$ cat src/asom_monitor.sv
// asom_monitor: holds no logic; the whole monitor lives in asom_top
// assumes: nothing; compiling this file adds no module


$ cat src/asom_pkg.sv
// asom_pkg: constants and types for the alignment and overrange monitor
// assumes: single clock domain, registers on a plain strobe port
package asom_pkg;
    // ==========================================================
    // register offsets
    localparam logic [3:0] OFS_CTRL = 4'h0;
    localparam logic [3:0] OFS_STATUS = 4'h1;
    localparam logic [3:0] OFS_IRQ_CLR = 4'h2;
    localparam logic [3:0] OFS_IRQ_EN = 4'h3;
    localparam logic [3:0] OFS_RESULT = 4'h4;
    localparam logic [3:0] OFS_REF_COUNT = 4'h5;
    // ==========================================================
    // control field positions
    localparam int CTL_ALIGN = 0;
    localparam int CTL_EXTERNAL_MASTER_CLOCK_SEL = 1;
    localparam int CTL_PIN0_EN = 2;
    localparam int CTL_PIN1_EN = 3;
    localparam int CTL_REG_EN = 4;
    localparam int CTL_CUR_EN = 5;
    localparam logic [5:0] CTRL_RESET = 6'h10;
    // ==========================================================
    // status and event bits
    localparam int ST_DOR = 0;
    localparam int ST_AOR = 1;
    localparam int EV_RESYNC = 0;
    localparam int EV_RESULT = 1;
    localparam int EV_DOR = 2;
    localparam int EV_AOR = 3;
    localparam int NUM_EV = 4;
    // ==========================================================
    // result codes
    localparam logic [23:0] CLAMP_POS = 24'h7fffff;
    localparam logic [23:0] CLAMP_NEG = 24'h800000;
    localparam logic [23:0] RESULT_RESET = 24'h000000;
    localparam int COUNT_W = 20;
    localparam int SETTLE_CONV = 5;

    typedef struct packed {
        logic valid;
        logic [23:0] data;
        logic dig_pos;
        logic dig_neg;
        logic ana_over;
    } asom_sample_t;

    typedef enum logic [1:0] {
        AL_IDLE = 2'b00,
        AL_WAIT_RDY = 2'b01,
        AL_COUNT = 2'b10
    } asom_align_t;
endpackage : asom_pkg

$ cat src/asom_top.sv
// asom_top: alignment check, filter restart and overrange flags
// assumes: filter core delivers one sample struct per conversion; inputs
// synchronous to i_ref_clk
//
// Overview of operation
// - Count clocks from ready assertion to next pulse rise; store as reference.
// - Recount each pulse; off by more than one restarts conversion and filter.
// - Count within one of reference lets conversions continue untouched.
// - After restart, result valid strobe withheld for the full filter settling latency.
// - Pulses before the first ready falling edge after startup are ignored.
// - First pulse rise after ready assertion sets the reference timing.
// - Filter overflow sets digital flag and loads clamp code by polarity.
// - Analog flag asserts when input exceeds modulator limits, either polarity.
// - Analog flag is set only with or after the result register update.
// - Analog flag and result register always change together.
// - Bipolar results and clamp codes are two's complement.
// - Fifth-order sinc output from fourth-order modulator gives 24-bit results.
// - Sensor-test currents are on whenever the enable bit is set.
`timescale 1ns/10ps
module asom_top #(
    parameter int SETTLE = asom_pkg::SETTLE_CONV
) (
    input wire logic i_ref_clk,
    input wire logic i_reset_n,
    input wire logic [3:0] i_addr,
    input wire logic [31:0] i_wdata,
    input wire logic i_wr,
    input wire logic i_rd,
    input wire logic i_align_pulse,
    input wire logic i_result_ready_n,
    input wire asom_pkg::asom_sample_t i_sample,
    output logic [31:0] o_rdata,
    output logic o_irq,
    output logic o_filter_restart,
    output logic o_result_valid,
    output logic o_core_regulator_enable,
    output logic o_sensor_test_current_enable,
    output logic o_pin0_general_use_enable,
    output logic o_pin1_general_use_enable,
    output logic o_external_master_clock_sel
);
    localparam int CW = asom_pkg::COUNT_W;
    localparam logic [CW-1:0] CNT_MAX = {CW{1'b1}};
    localparam logic [CW-1:0] CNT_ONE = {{(CW-1){1'b0}}, 1'b1};
    localparam logic [7:0] SETTLE_N = 8'(SETTLE);

    // ==========================================================
    // state
    logic [5:0] ctrl_r, ctrl_nxt;
    logic [3:0] irq_en_r, irq_en_nxt;
    logic [3:0] irq_st_r, irq_st_nxt;
    logic [23:0] result_r, result_nxt;
    logic dor_r, dor_nxt;
    logic aor_r, aor_nxt;
    logic [31:0] rdata_r, rdata_nxt;
    logic irq_r, irq_nxt;
    logic valid_r, valid_nxt;
    logic restart_r, restart_nxt;
    logic [7:0] settle_r, settle_nxt;
    asom_pkg::asom_align_t al_r, al_nxt;
    logic [CW-1:0] cnt_r, cnt_nxt;
    logic [CW-1:0] ref_r, ref_nxt;
    logic have_ref_r, have_ref_nxt;
    logic armed_r, armed_nxt;
    logic rdy_d_r, rdy_d_nxt;
    logic pulse_d_r, pulse_d_nxt;
    logic [3:0] ev;

    function automatic logic within_one(input logic [CW-1:0] a, input logic [CW-1:0] b);
        logic [CW-1:0] d;
        // one cycle either way absorbs the jitter of a pulse edge against the clock
        d = (a > b) ? (a - b) : (b - a);
        return d <= CNT_ONE;
    endfunction : within_one

    wire rdy_fall = rdy_d_r & ~i_result_ready_n;
    wire pulse_rise = i_align_pulse & ~pulse_d_r;
    wire mode_on = ctrl_r[asom_pkg::CTL_ALIGN] & ctrl_r[asom_pkg::CTL_EXTERNAL_MASTER_CLOCK_SEL];
    wire pins_ok = ~ctrl_r[asom_pkg::CTL_PIN0_EN] & ~ctrl_r[asom_pkg::CTL_PIN1_EN];
    wire check_on = mode_on & pins_ok;

    // ==========================================================
    // pin edge detectors
    // reset high: a high pulse at release does not read as an edge, but a low ready does
    always_comb begin
        rdy_d_nxt = i_result_ready_n;
        pulse_d_nxt = i_align_pulse;
    end

    always_ff @(posedge i_ref_clk or negedge i_reset_n) begin
        if (!i_reset_n) begin
            rdy_d_r <= 1'b1;
            pulse_d_r <= 1'b1;
        end else begin
            rdy_d_r <= rdy_d_nxt;
            pulse_d_r <= pulse_d_nxt;
        end
    end

    // ==========================================================
    // alignment counter
    always_comb begin
        al_nxt = al_r;
        cnt_nxt = cnt_r;
        ref_nxt = ref_r;
        have_ref_nxt = have_ref_r;
        armed_nxt = armed_r | rdy_fall;
        restart_nxt = 1'b0;
        if (!check_on) begin
            // leaving the mode drops the reference; re-entry measures afresh
            al_nxt = asom_pkg::AL_IDLE;
            have_ref_nxt = 1'b0;
        end else begin
            case (al_r)
                asom_pkg::AL_IDLE: begin
                    if (rdy_fall) begin
                        // edge is seen one cycle after the assertion, so start at one
                        al_nxt = asom_pkg::AL_COUNT;
                        cnt_nxt = CNT_ONE;
                    end else if (armed_r) begin
                        al_nxt = asom_pkg::AL_WAIT_RDY;
                    end
                end
                asom_pkg::AL_WAIT_RDY: begin
                    // pulses seen here have no ready edge to measure from
                    if (rdy_fall) begin
                        al_nxt = asom_pkg::AL_COUNT;
                        cnt_nxt = CNT_ONE;
                    end
                end
                asom_pkg::AL_COUNT: begin
                    // saturates so a lost pulse cannot wrap into a false match
                    if (cnt_r != CNT_MAX) begin
                        cnt_nxt = cnt_r + CNT_ONE;
                    end
                    if (pulse_rise) begin
                        al_nxt = asom_pkg::AL_WAIT_RDY;
                        if (!have_ref_r) begin
                            ref_nxt = cnt_r;
                            have_ref_nxt = 1'b1;
                        end else if (!within_one(cnt_r, ref_r)) begin
                            restart_nxt = 1'b1;
                        end
                        // else conversions continue untouched
                    end else if (rdy_fall) begin
                        cnt_nxt = CNT_ONE;
                    end
                end
                default: al_nxt = asom_pkg::AL_IDLE;
            endcase
        end
    end

    always_ff @(posedge i_ref_clk or negedge i_reset_n) begin
        if (!i_reset_n) begin
            al_r <= asom_pkg::AL_IDLE;
            cnt_r <= '0;
            ref_r <= '0;
            have_ref_r <= 1'b0;
            armed_r <= 1'b0;
            restart_r <= 1'b0;
        end else begin
            al_r <= al_nxt;
            cnt_r <= cnt_nxt;
            ref_r <= ref_nxt;
            have_ref_r <= have_ref_nxt;
            armed_r <= armed_nxt;
            restart_r <= restart_nxt;
        end
    end

    // ==========================================================
    // result path and flags
    always_comb begin
        result_nxt = result_r;
        dor_nxt = dor_r;
        aor_nxt = aor_r;
        settle_nxt = settle_r;
        valid_nxt = 1'b0;
        if (restart_r) begin
            settle_nxt = SETTLE_N;
        end else if (i_sample.valid) begin
            // result still updates while settling; only the valid strobe is withheld
            // result and analog flag update in the same edge
            if (i_sample.dig_pos) begin
                result_nxt = asom_pkg::CLAMP_POS;
            end else if (i_sample.dig_neg) begin
                result_nxt = asom_pkg::CLAMP_NEG;
            end else begin
                result_nxt = i_sample.data;
            end
            dor_nxt = i_sample.dig_pos | i_sample.dig_neg;
            aor_nxt = i_sample.ana_over | dor_nxt;
            if (settle_r != 8'h00) begin
                settle_nxt = settle_r - 8'h01;
            end else begin
                valid_nxt = 1'b1;
            end
        end
    end

    // ==========================================================
    // register port and interrupts
    // events come from registered state so they line up with the outputs
    always_comb begin
        ev = '0;
        ev[asom_pkg::EV_RESYNC] = restart_r;
        ev[asom_pkg::EV_RESULT] = valid_r;
        ev[asom_pkg::EV_DOR] = valid_r & dor_r;
        ev[asom_pkg::EV_AOR] = valid_r & aor_r;
        ctrl_nxt = ctrl_r;
        irq_en_nxt = irq_en_r;
        irq_st_nxt = irq_st_r;
        // unmapped writes fall through the default and change nothing
        if (i_wr) begin
            case (i_addr)
                asom_pkg::OFS_CTRL: ctrl_nxt = i_wdata[5:0];
                asom_pkg::OFS_IRQ_EN: irq_en_nxt = i_wdata[3:0];
                asom_pkg::OFS_IRQ_CLR: irq_st_nxt = irq_st_r & ~i_wdata[3:0];
                default: ;
            endcase
        end
        // a new event wins over a same-cycle clear
        irq_st_nxt = irq_st_nxt | ev;
    end

    always_ff @(posedge i_ref_clk or negedge i_reset_n) begin
        if (!i_reset_n) begin
            ctrl_r <= asom_pkg::CTRL_RESET;
            irq_en_r <= '0;
            irq_st_r <= '0;
            result_r <= asom_pkg::RESULT_RESET;
            dor_r <= 1'b0;
            aor_r <= 1'b0;
            valid_r <= 1'b0;
            settle_r <= '0;
        end else begin
            ctrl_r <= ctrl_nxt;
            irq_en_r <= irq_en_nxt;
            irq_st_r <= irq_st_nxt;
            result_r <= result_nxt;
            dor_r <= dor_nxt;
            aor_r <= aor_nxt;
            valid_r <= valid_nxt;
            settle_r <= settle_nxt;
        end
    end

    // ==========================================================
    // read data: stands one cycle after the strobe, zero otherwise
    always_comb begin
        rdata_nxt = '0;
        if (i_rd) begin
            case (i_addr)
                asom_pkg::OFS_CTRL: rdata_nxt = {26'h0000000, ctrl_r};
                asom_pkg::OFS_STATUS: rdata_nxt = {26'h0000000, irq_st_r, aor_r, dor_r};
                asom_pkg::OFS_IRQ_EN: rdata_nxt = {28'h0000000, irq_en_r};
                asom_pkg::OFS_RESULT: rdata_nxt = {8'h00, result_r};
                asom_pkg::OFS_REF_COUNT: rdata_nxt = {{(32-CW){1'b0}}, ref_r};
                default: rdata_nxt = '0;
            endcase
        end
    end

    always_ff @(posedge i_ref_clk or negedge i_reset_n) begin
        if (!i_reset_n) begin
            rdata_r <= '0;
        end else begin
            rdata_r <= rdata_nxt;
        end
    end

    // ==========================================================
    // interrupt level
    // built from next values so a new event raises the pin on its own edge
    always_comb begin
        irq_nxt = |(irq_st_nxt & irq_en_nxt);
    end

    always_ff @(posedge i_ref_clk or negedge i_reset_n) begin
        if (!i_reset_n) begin
            irq_r <= 1'b0;
        end else begin
            irq_r <= irq_nxt;
        end
    end

    assign o_rdata = rdata_r;
    assign o_irq = irq_r;
    assign o_filter_restart = restart_r;
    assign o_result_valid = valid_r;
    assign o_core_regulator_enable = ctrl_r[asom_pkg::CTL_REG_EN];
    assign o_sensor_test_current_enable = ctrl_r[asom_pkg::CTL_CUR_EN];
    assign o_pin0_general_use_enable = ctrl_r[asom_pkg::CTL_PIN0_EN];
    assign o_pin1_general_use_enable = ctrl_r[asom_pkg::CTL_PIN1_EN];
    assign o_external_master_clock_sel = ctrl_r[asom_pkg::CTL_EXTERNAL_MASTER_CLOCK_SEL];
endmodule : asom_top

$ cat config.mk
export PLATFORM = sky130hd
export DESIGN_NAME = asom_top
export DESIGN_NICKNAME = d
export VERILOG_FILES = /design/src/asom_monitor.sv /design/src/asom_pkg.sv /design/src/asom_top.sv
export SDC_FILE = /design/constraint.sdc
export NUM_CORES = 1
export LEC_CHECK = 0
export BUFFER_PORTS_ARGS = -buffer_cell sky130_fd_sc_hd__clkbuf_2
export CAP_MARGIN = 15
export CORE_MARGIN = 8
export CORE_UTILIZATION = 43
export CTS_CLUSTER_DIAMETER = 80
export DETAILED_ROUTE_END_ITERATION = 10
export GPL_TIMING_DRIVEN = 0
export PLACE_DENSITY = 0.65
export SLEW_MARGIN = 10
export SYNTH_ARGS = -nofsm -noshare
export SYNTH_HDL_FRONTEND = slang
export SYNTH_SLANG_ARGS = --single-unit
$ cat constraint.sdc
create_clock -name i_ref_clk -period 3.3 [get_ports i_ref_clk]
set_input_delay 0.165 -clock i_ref_clk [delete_from_list [all_inputs] [get_ports i_ref_clk]]
set_output_delay 0.165 -clock i_ref_clk [all_outputs]
set_load 0.005 [all_outputs]
==> impl_metrics.py <==
metrics = {
    "run_status": {
        "status": "complete, no violations",
    },
    "worst_setup_path": {
        "crit_slowest_cell": "a2111oi_4",
        "path_cells": "inv_2, ha_4, inv_2, fa_2, a21o_1, a221o_1, a2111oi_4, nor3_4, a2111oi_4, a31oi_1, xor2_1, nor4_2, a31oi_2",
        "required_ns": 3.56,
        "startpoint_type": "flip-flop",
        "crit_family": "compound AO/OA/AOI/OAI gates",
        "slowest_delay_ns": 0.43,
        "path_buf_inv": 2,
        "cp.arrival_ns": 3.53,
        "end_kind": "flip-flop",
        "critPathKind": "flip-flop to flip-flop",
        "critPathMaxFanout": 3,
        "r2r_setup_slack_ns": 0.02,
    },
    "yosys": {
        "synth.largest_area_cell": "dfrtp_1",
        "async_flop_share": 1.00,
        "yosys_warnings": 0,
        "syn_area_um2": 7450,
        "yosys.cell_types.count": 67,
        "synth-seq-cells": 121,
        "synth_most_common_cell": "dfrtp_1",
        "yosysTopAreaCellShare": 0.397,
        "synth_top_family_by_area": "compound AO/OA/AOI/OAI gates",
        "synth_compound_area_frac": 0.218,
        "synth_edf_count": 0,
        "muxShareOfSynthArea": 0.0274,
        "synthAdderAreaFrac": 0.0743,
        "yosys-top-cells-count": "dfrtp_1, nand2_1, nor2_1",
        "synth_area_leaders": "dfrtp_1, ha_1, o21ai_0, a21oi_1, nand2_1",
        "synth_cells": 852,
        "synth-simple-area-share": 0.168,
        "ys_seq_area_frac": 0.407,
        "synth_xor_area_frac": 0.0447,
        "synth.avg_cell_area_um2": 8.74,
        "dominantRegCellSynth": "dfrtp_1",
    },
    "placement": {
        "place_area_um2": 8160,
        "dpl.cell_count": 1159,
        "gp_congestion": 0.913,
        "dp_hpwl_mm": 15.7,
        "io_buffers": 74,
    },
    "clock_network": {
        "worstSkewPairLatency_ns": 0.41,
        "cts.path.max_buffers": 2,
        "tritoncts": "done",
        "cts_sinks": 121,
        "root_buffer": "clkbuf_16",
        "path_clk_slew_ns": 0.06,
        "h-tree-depth": 4,
        "numCtsBuffers": 17,
    },
    "floorplan": {
        "ios": 110,
        "initial_core_util": 0.435,
        "die-height_um": 148,
        "rows": 48,
        "die_w_um": 148,
        "dieArea_um2": 21800,
        "core-area_um2": 17100,
    },
    "global_routing": {
        "first_global_vias": 6494,
        "overflow": 0,
        "grt_max_degree": 101,
        "track_usage": 0.190,
        "grt_pass1_wl_mm": 33.5,
        "grt_antenna_before_repair": 0,
    },
    "min_path": {
        "worstHoldPathType": "primary input to flip-flop",
    },
    "job": {
        "cap_violations": 0,
    },
    "power_and_ir_drop": {
        "total_leakage_power_nw": 4.06,
        "vdd_drop_max_mv": 0.394,
        "powerDensity_nw_per_um2": 584,
    },
    "sta": {
        "fin_crit_ns": 3.28,
        "final_max_slew_viol_count": 0,
        "rsz0062_at_grt": "true",
        "finalHoldViolations": 0,
        "setup_tns_ns": 0,
        "min_period_over_period": 0.993,
        "setup_viol": 0,
        "slew_headroom": 0.472,
        "tightest_slew_ns": 0.788,
        "fin_worst_skew_ns": 0.00819,
        "max_freq_ghz": 0.305,
    },
    "final_layout": {
        "area_delta_synth_final_pct": 20.9,
        "drive_gt1_frac": 0.174,
        "fin_area_um2": 9000,
        "nets": 1070,
        "n_antenna_cell": 0,
        "final_cells": 1195,
    },
    "routing": {
        "dr.pass1.iters": 5,
        "ant_nets": 0,
        "via_count": 6659,
        "route.detailed.drc": 0,
        "drt_iter0_drc": 415,
        "wl_per_cell_um": 17.5,
        "via_per_inst": 5.57,
        "wl_mm": 20.9,
    },
}
-- placed cells by master (no fill, tap or decap), types with 8 or more instances in the layout --
cell type and n:
clkbuf_16 17, mux2i_1 8, ha_1 38, a211oi_1 10, nor2_1 77, a21oi_1 71
buf_4 11, conb_1 8, xnor2_1 26, inv_1 51, nand4_1 17, clkbuf_1 33
dfrtp_1 113, a22oi_1 19, mux2_2 11, nand2_1 84, a21o_1 19, clkbuf_2 76
a31oi_1 8, nand3_1 17, o21ai_0 76, xor2_1 12, nor3_1 18
-- routing by layer --
metal,vias to the layer above,share of wire,global-route usage
met5,-,0,0
met4,0,0.015,0.0612
met3,24,0.052,0.0342
met2,169,0.47,0.301
met1,3229,0.46,0.259
li1,3237,-,-
-- worst register-to-register path: stages (launching register included) --
cell	delay, ns
dfrtp_1	0.40
inv_2	0.09
ha_4	0.13
inv_2	0.03
fa_2	0.34
a21o_1	0.18
a221o_1	0.39
a2111oi_4	0.43
nor3_4	0.10
a2111oi_4	0.29
a31oi_1	0.10
xor2_1	0.17
nor4_2	0.29
a31oi_2	0.19
-- what timing repair did --
| action | CTS | global route |
|---|---|---|
| buffers inserted | 1 | 2 |
| hold buffers | 5 | 0 |
| gates resized for setup | 9 | 19 |
| hold endpoints to repair | 52 | 0 |
| pin swaps | 4 | 8 |
| setup endpoints to repair | 1 | 1 |
| cloned | 0 | 0 |
-- sequential cells by signal (all words and copies together) (netlist names), 2 cells and up --
name,flops
al_r,2
cnt_r,20
ctrl_r,6
irq_en_r,4
irq_st_r,4
o_rdata,24
ref_r,20
result_r,24
settle_r,8
-- final cells by class --
type,count,area [um2]
fill,1628,8110
multi-input combinational,632,4080
sequential,121,3040
clock buffer,25,495
timing repair buffer,84,487
tap,225,282
buffer,48,238
inverter,53,199
clock inverter,7,185
-- through the flow --
stage          hold WS (ns)   util  setup WS [ns]  power [mW]
2_1_floorplan        -0.131      -          0.258        2.72
6_report             0.0249  0.526         0.0246        5.26
5_1_grt              0.0262  0.526         -0.132        5.50
3_3_place_gp          0.269  0.475         -0.130        3.05
4_1_cts              0.0124  0.522         0.0124        5.25
3_5_place_dp         0.0425  0.477         -0.149        3.08
-- power breakdown --
group | switching, mW | leakage [nW] | internal, mW
Combinational | 0.725 | 2.29 | 0.524
Sequential | 0.187 | 1.45 | 1.69
Clock | 0.635 | 0.332 | 1.50
Total | 1.55 | 4.06 | 3.71
-- cell families (layout without fill, tap and decap cells) --
group           after synthesis  after routing
flops                       121            121
simple gates                266            266
other cells                   1              8
compound gates              258            258
mux                          19             19
xor+xnor                     38             38
buf+inv                     106            217
fa+ha+maj                    43             43
-- worst paths after layout --
path,startpoint,end,cells past startpoint
min reg2reg,armed_r$_DFF_PN0_,armed_r$_DFF_PN0_,1
min,i_wdata[1],ctrl_r[1]$_DFFE_PN0P_,2
min in group asynchronous,i_reset_n,ctrl_r[1]$_DFFE_PN0P_,2
max in group asynchronous,i_reset_n,cnt_r[17]$_DFFE_PN0P_,3
max,ref_r[0]$_DFFE_PN0P_,o_filter_restart$_DFF_PN0_,13
max reg2reg,ref_r[0]$_DFFE_PN0P_,o_filter_restart$_DFF_PN0_,13
(Power assumes the default switching activity.)
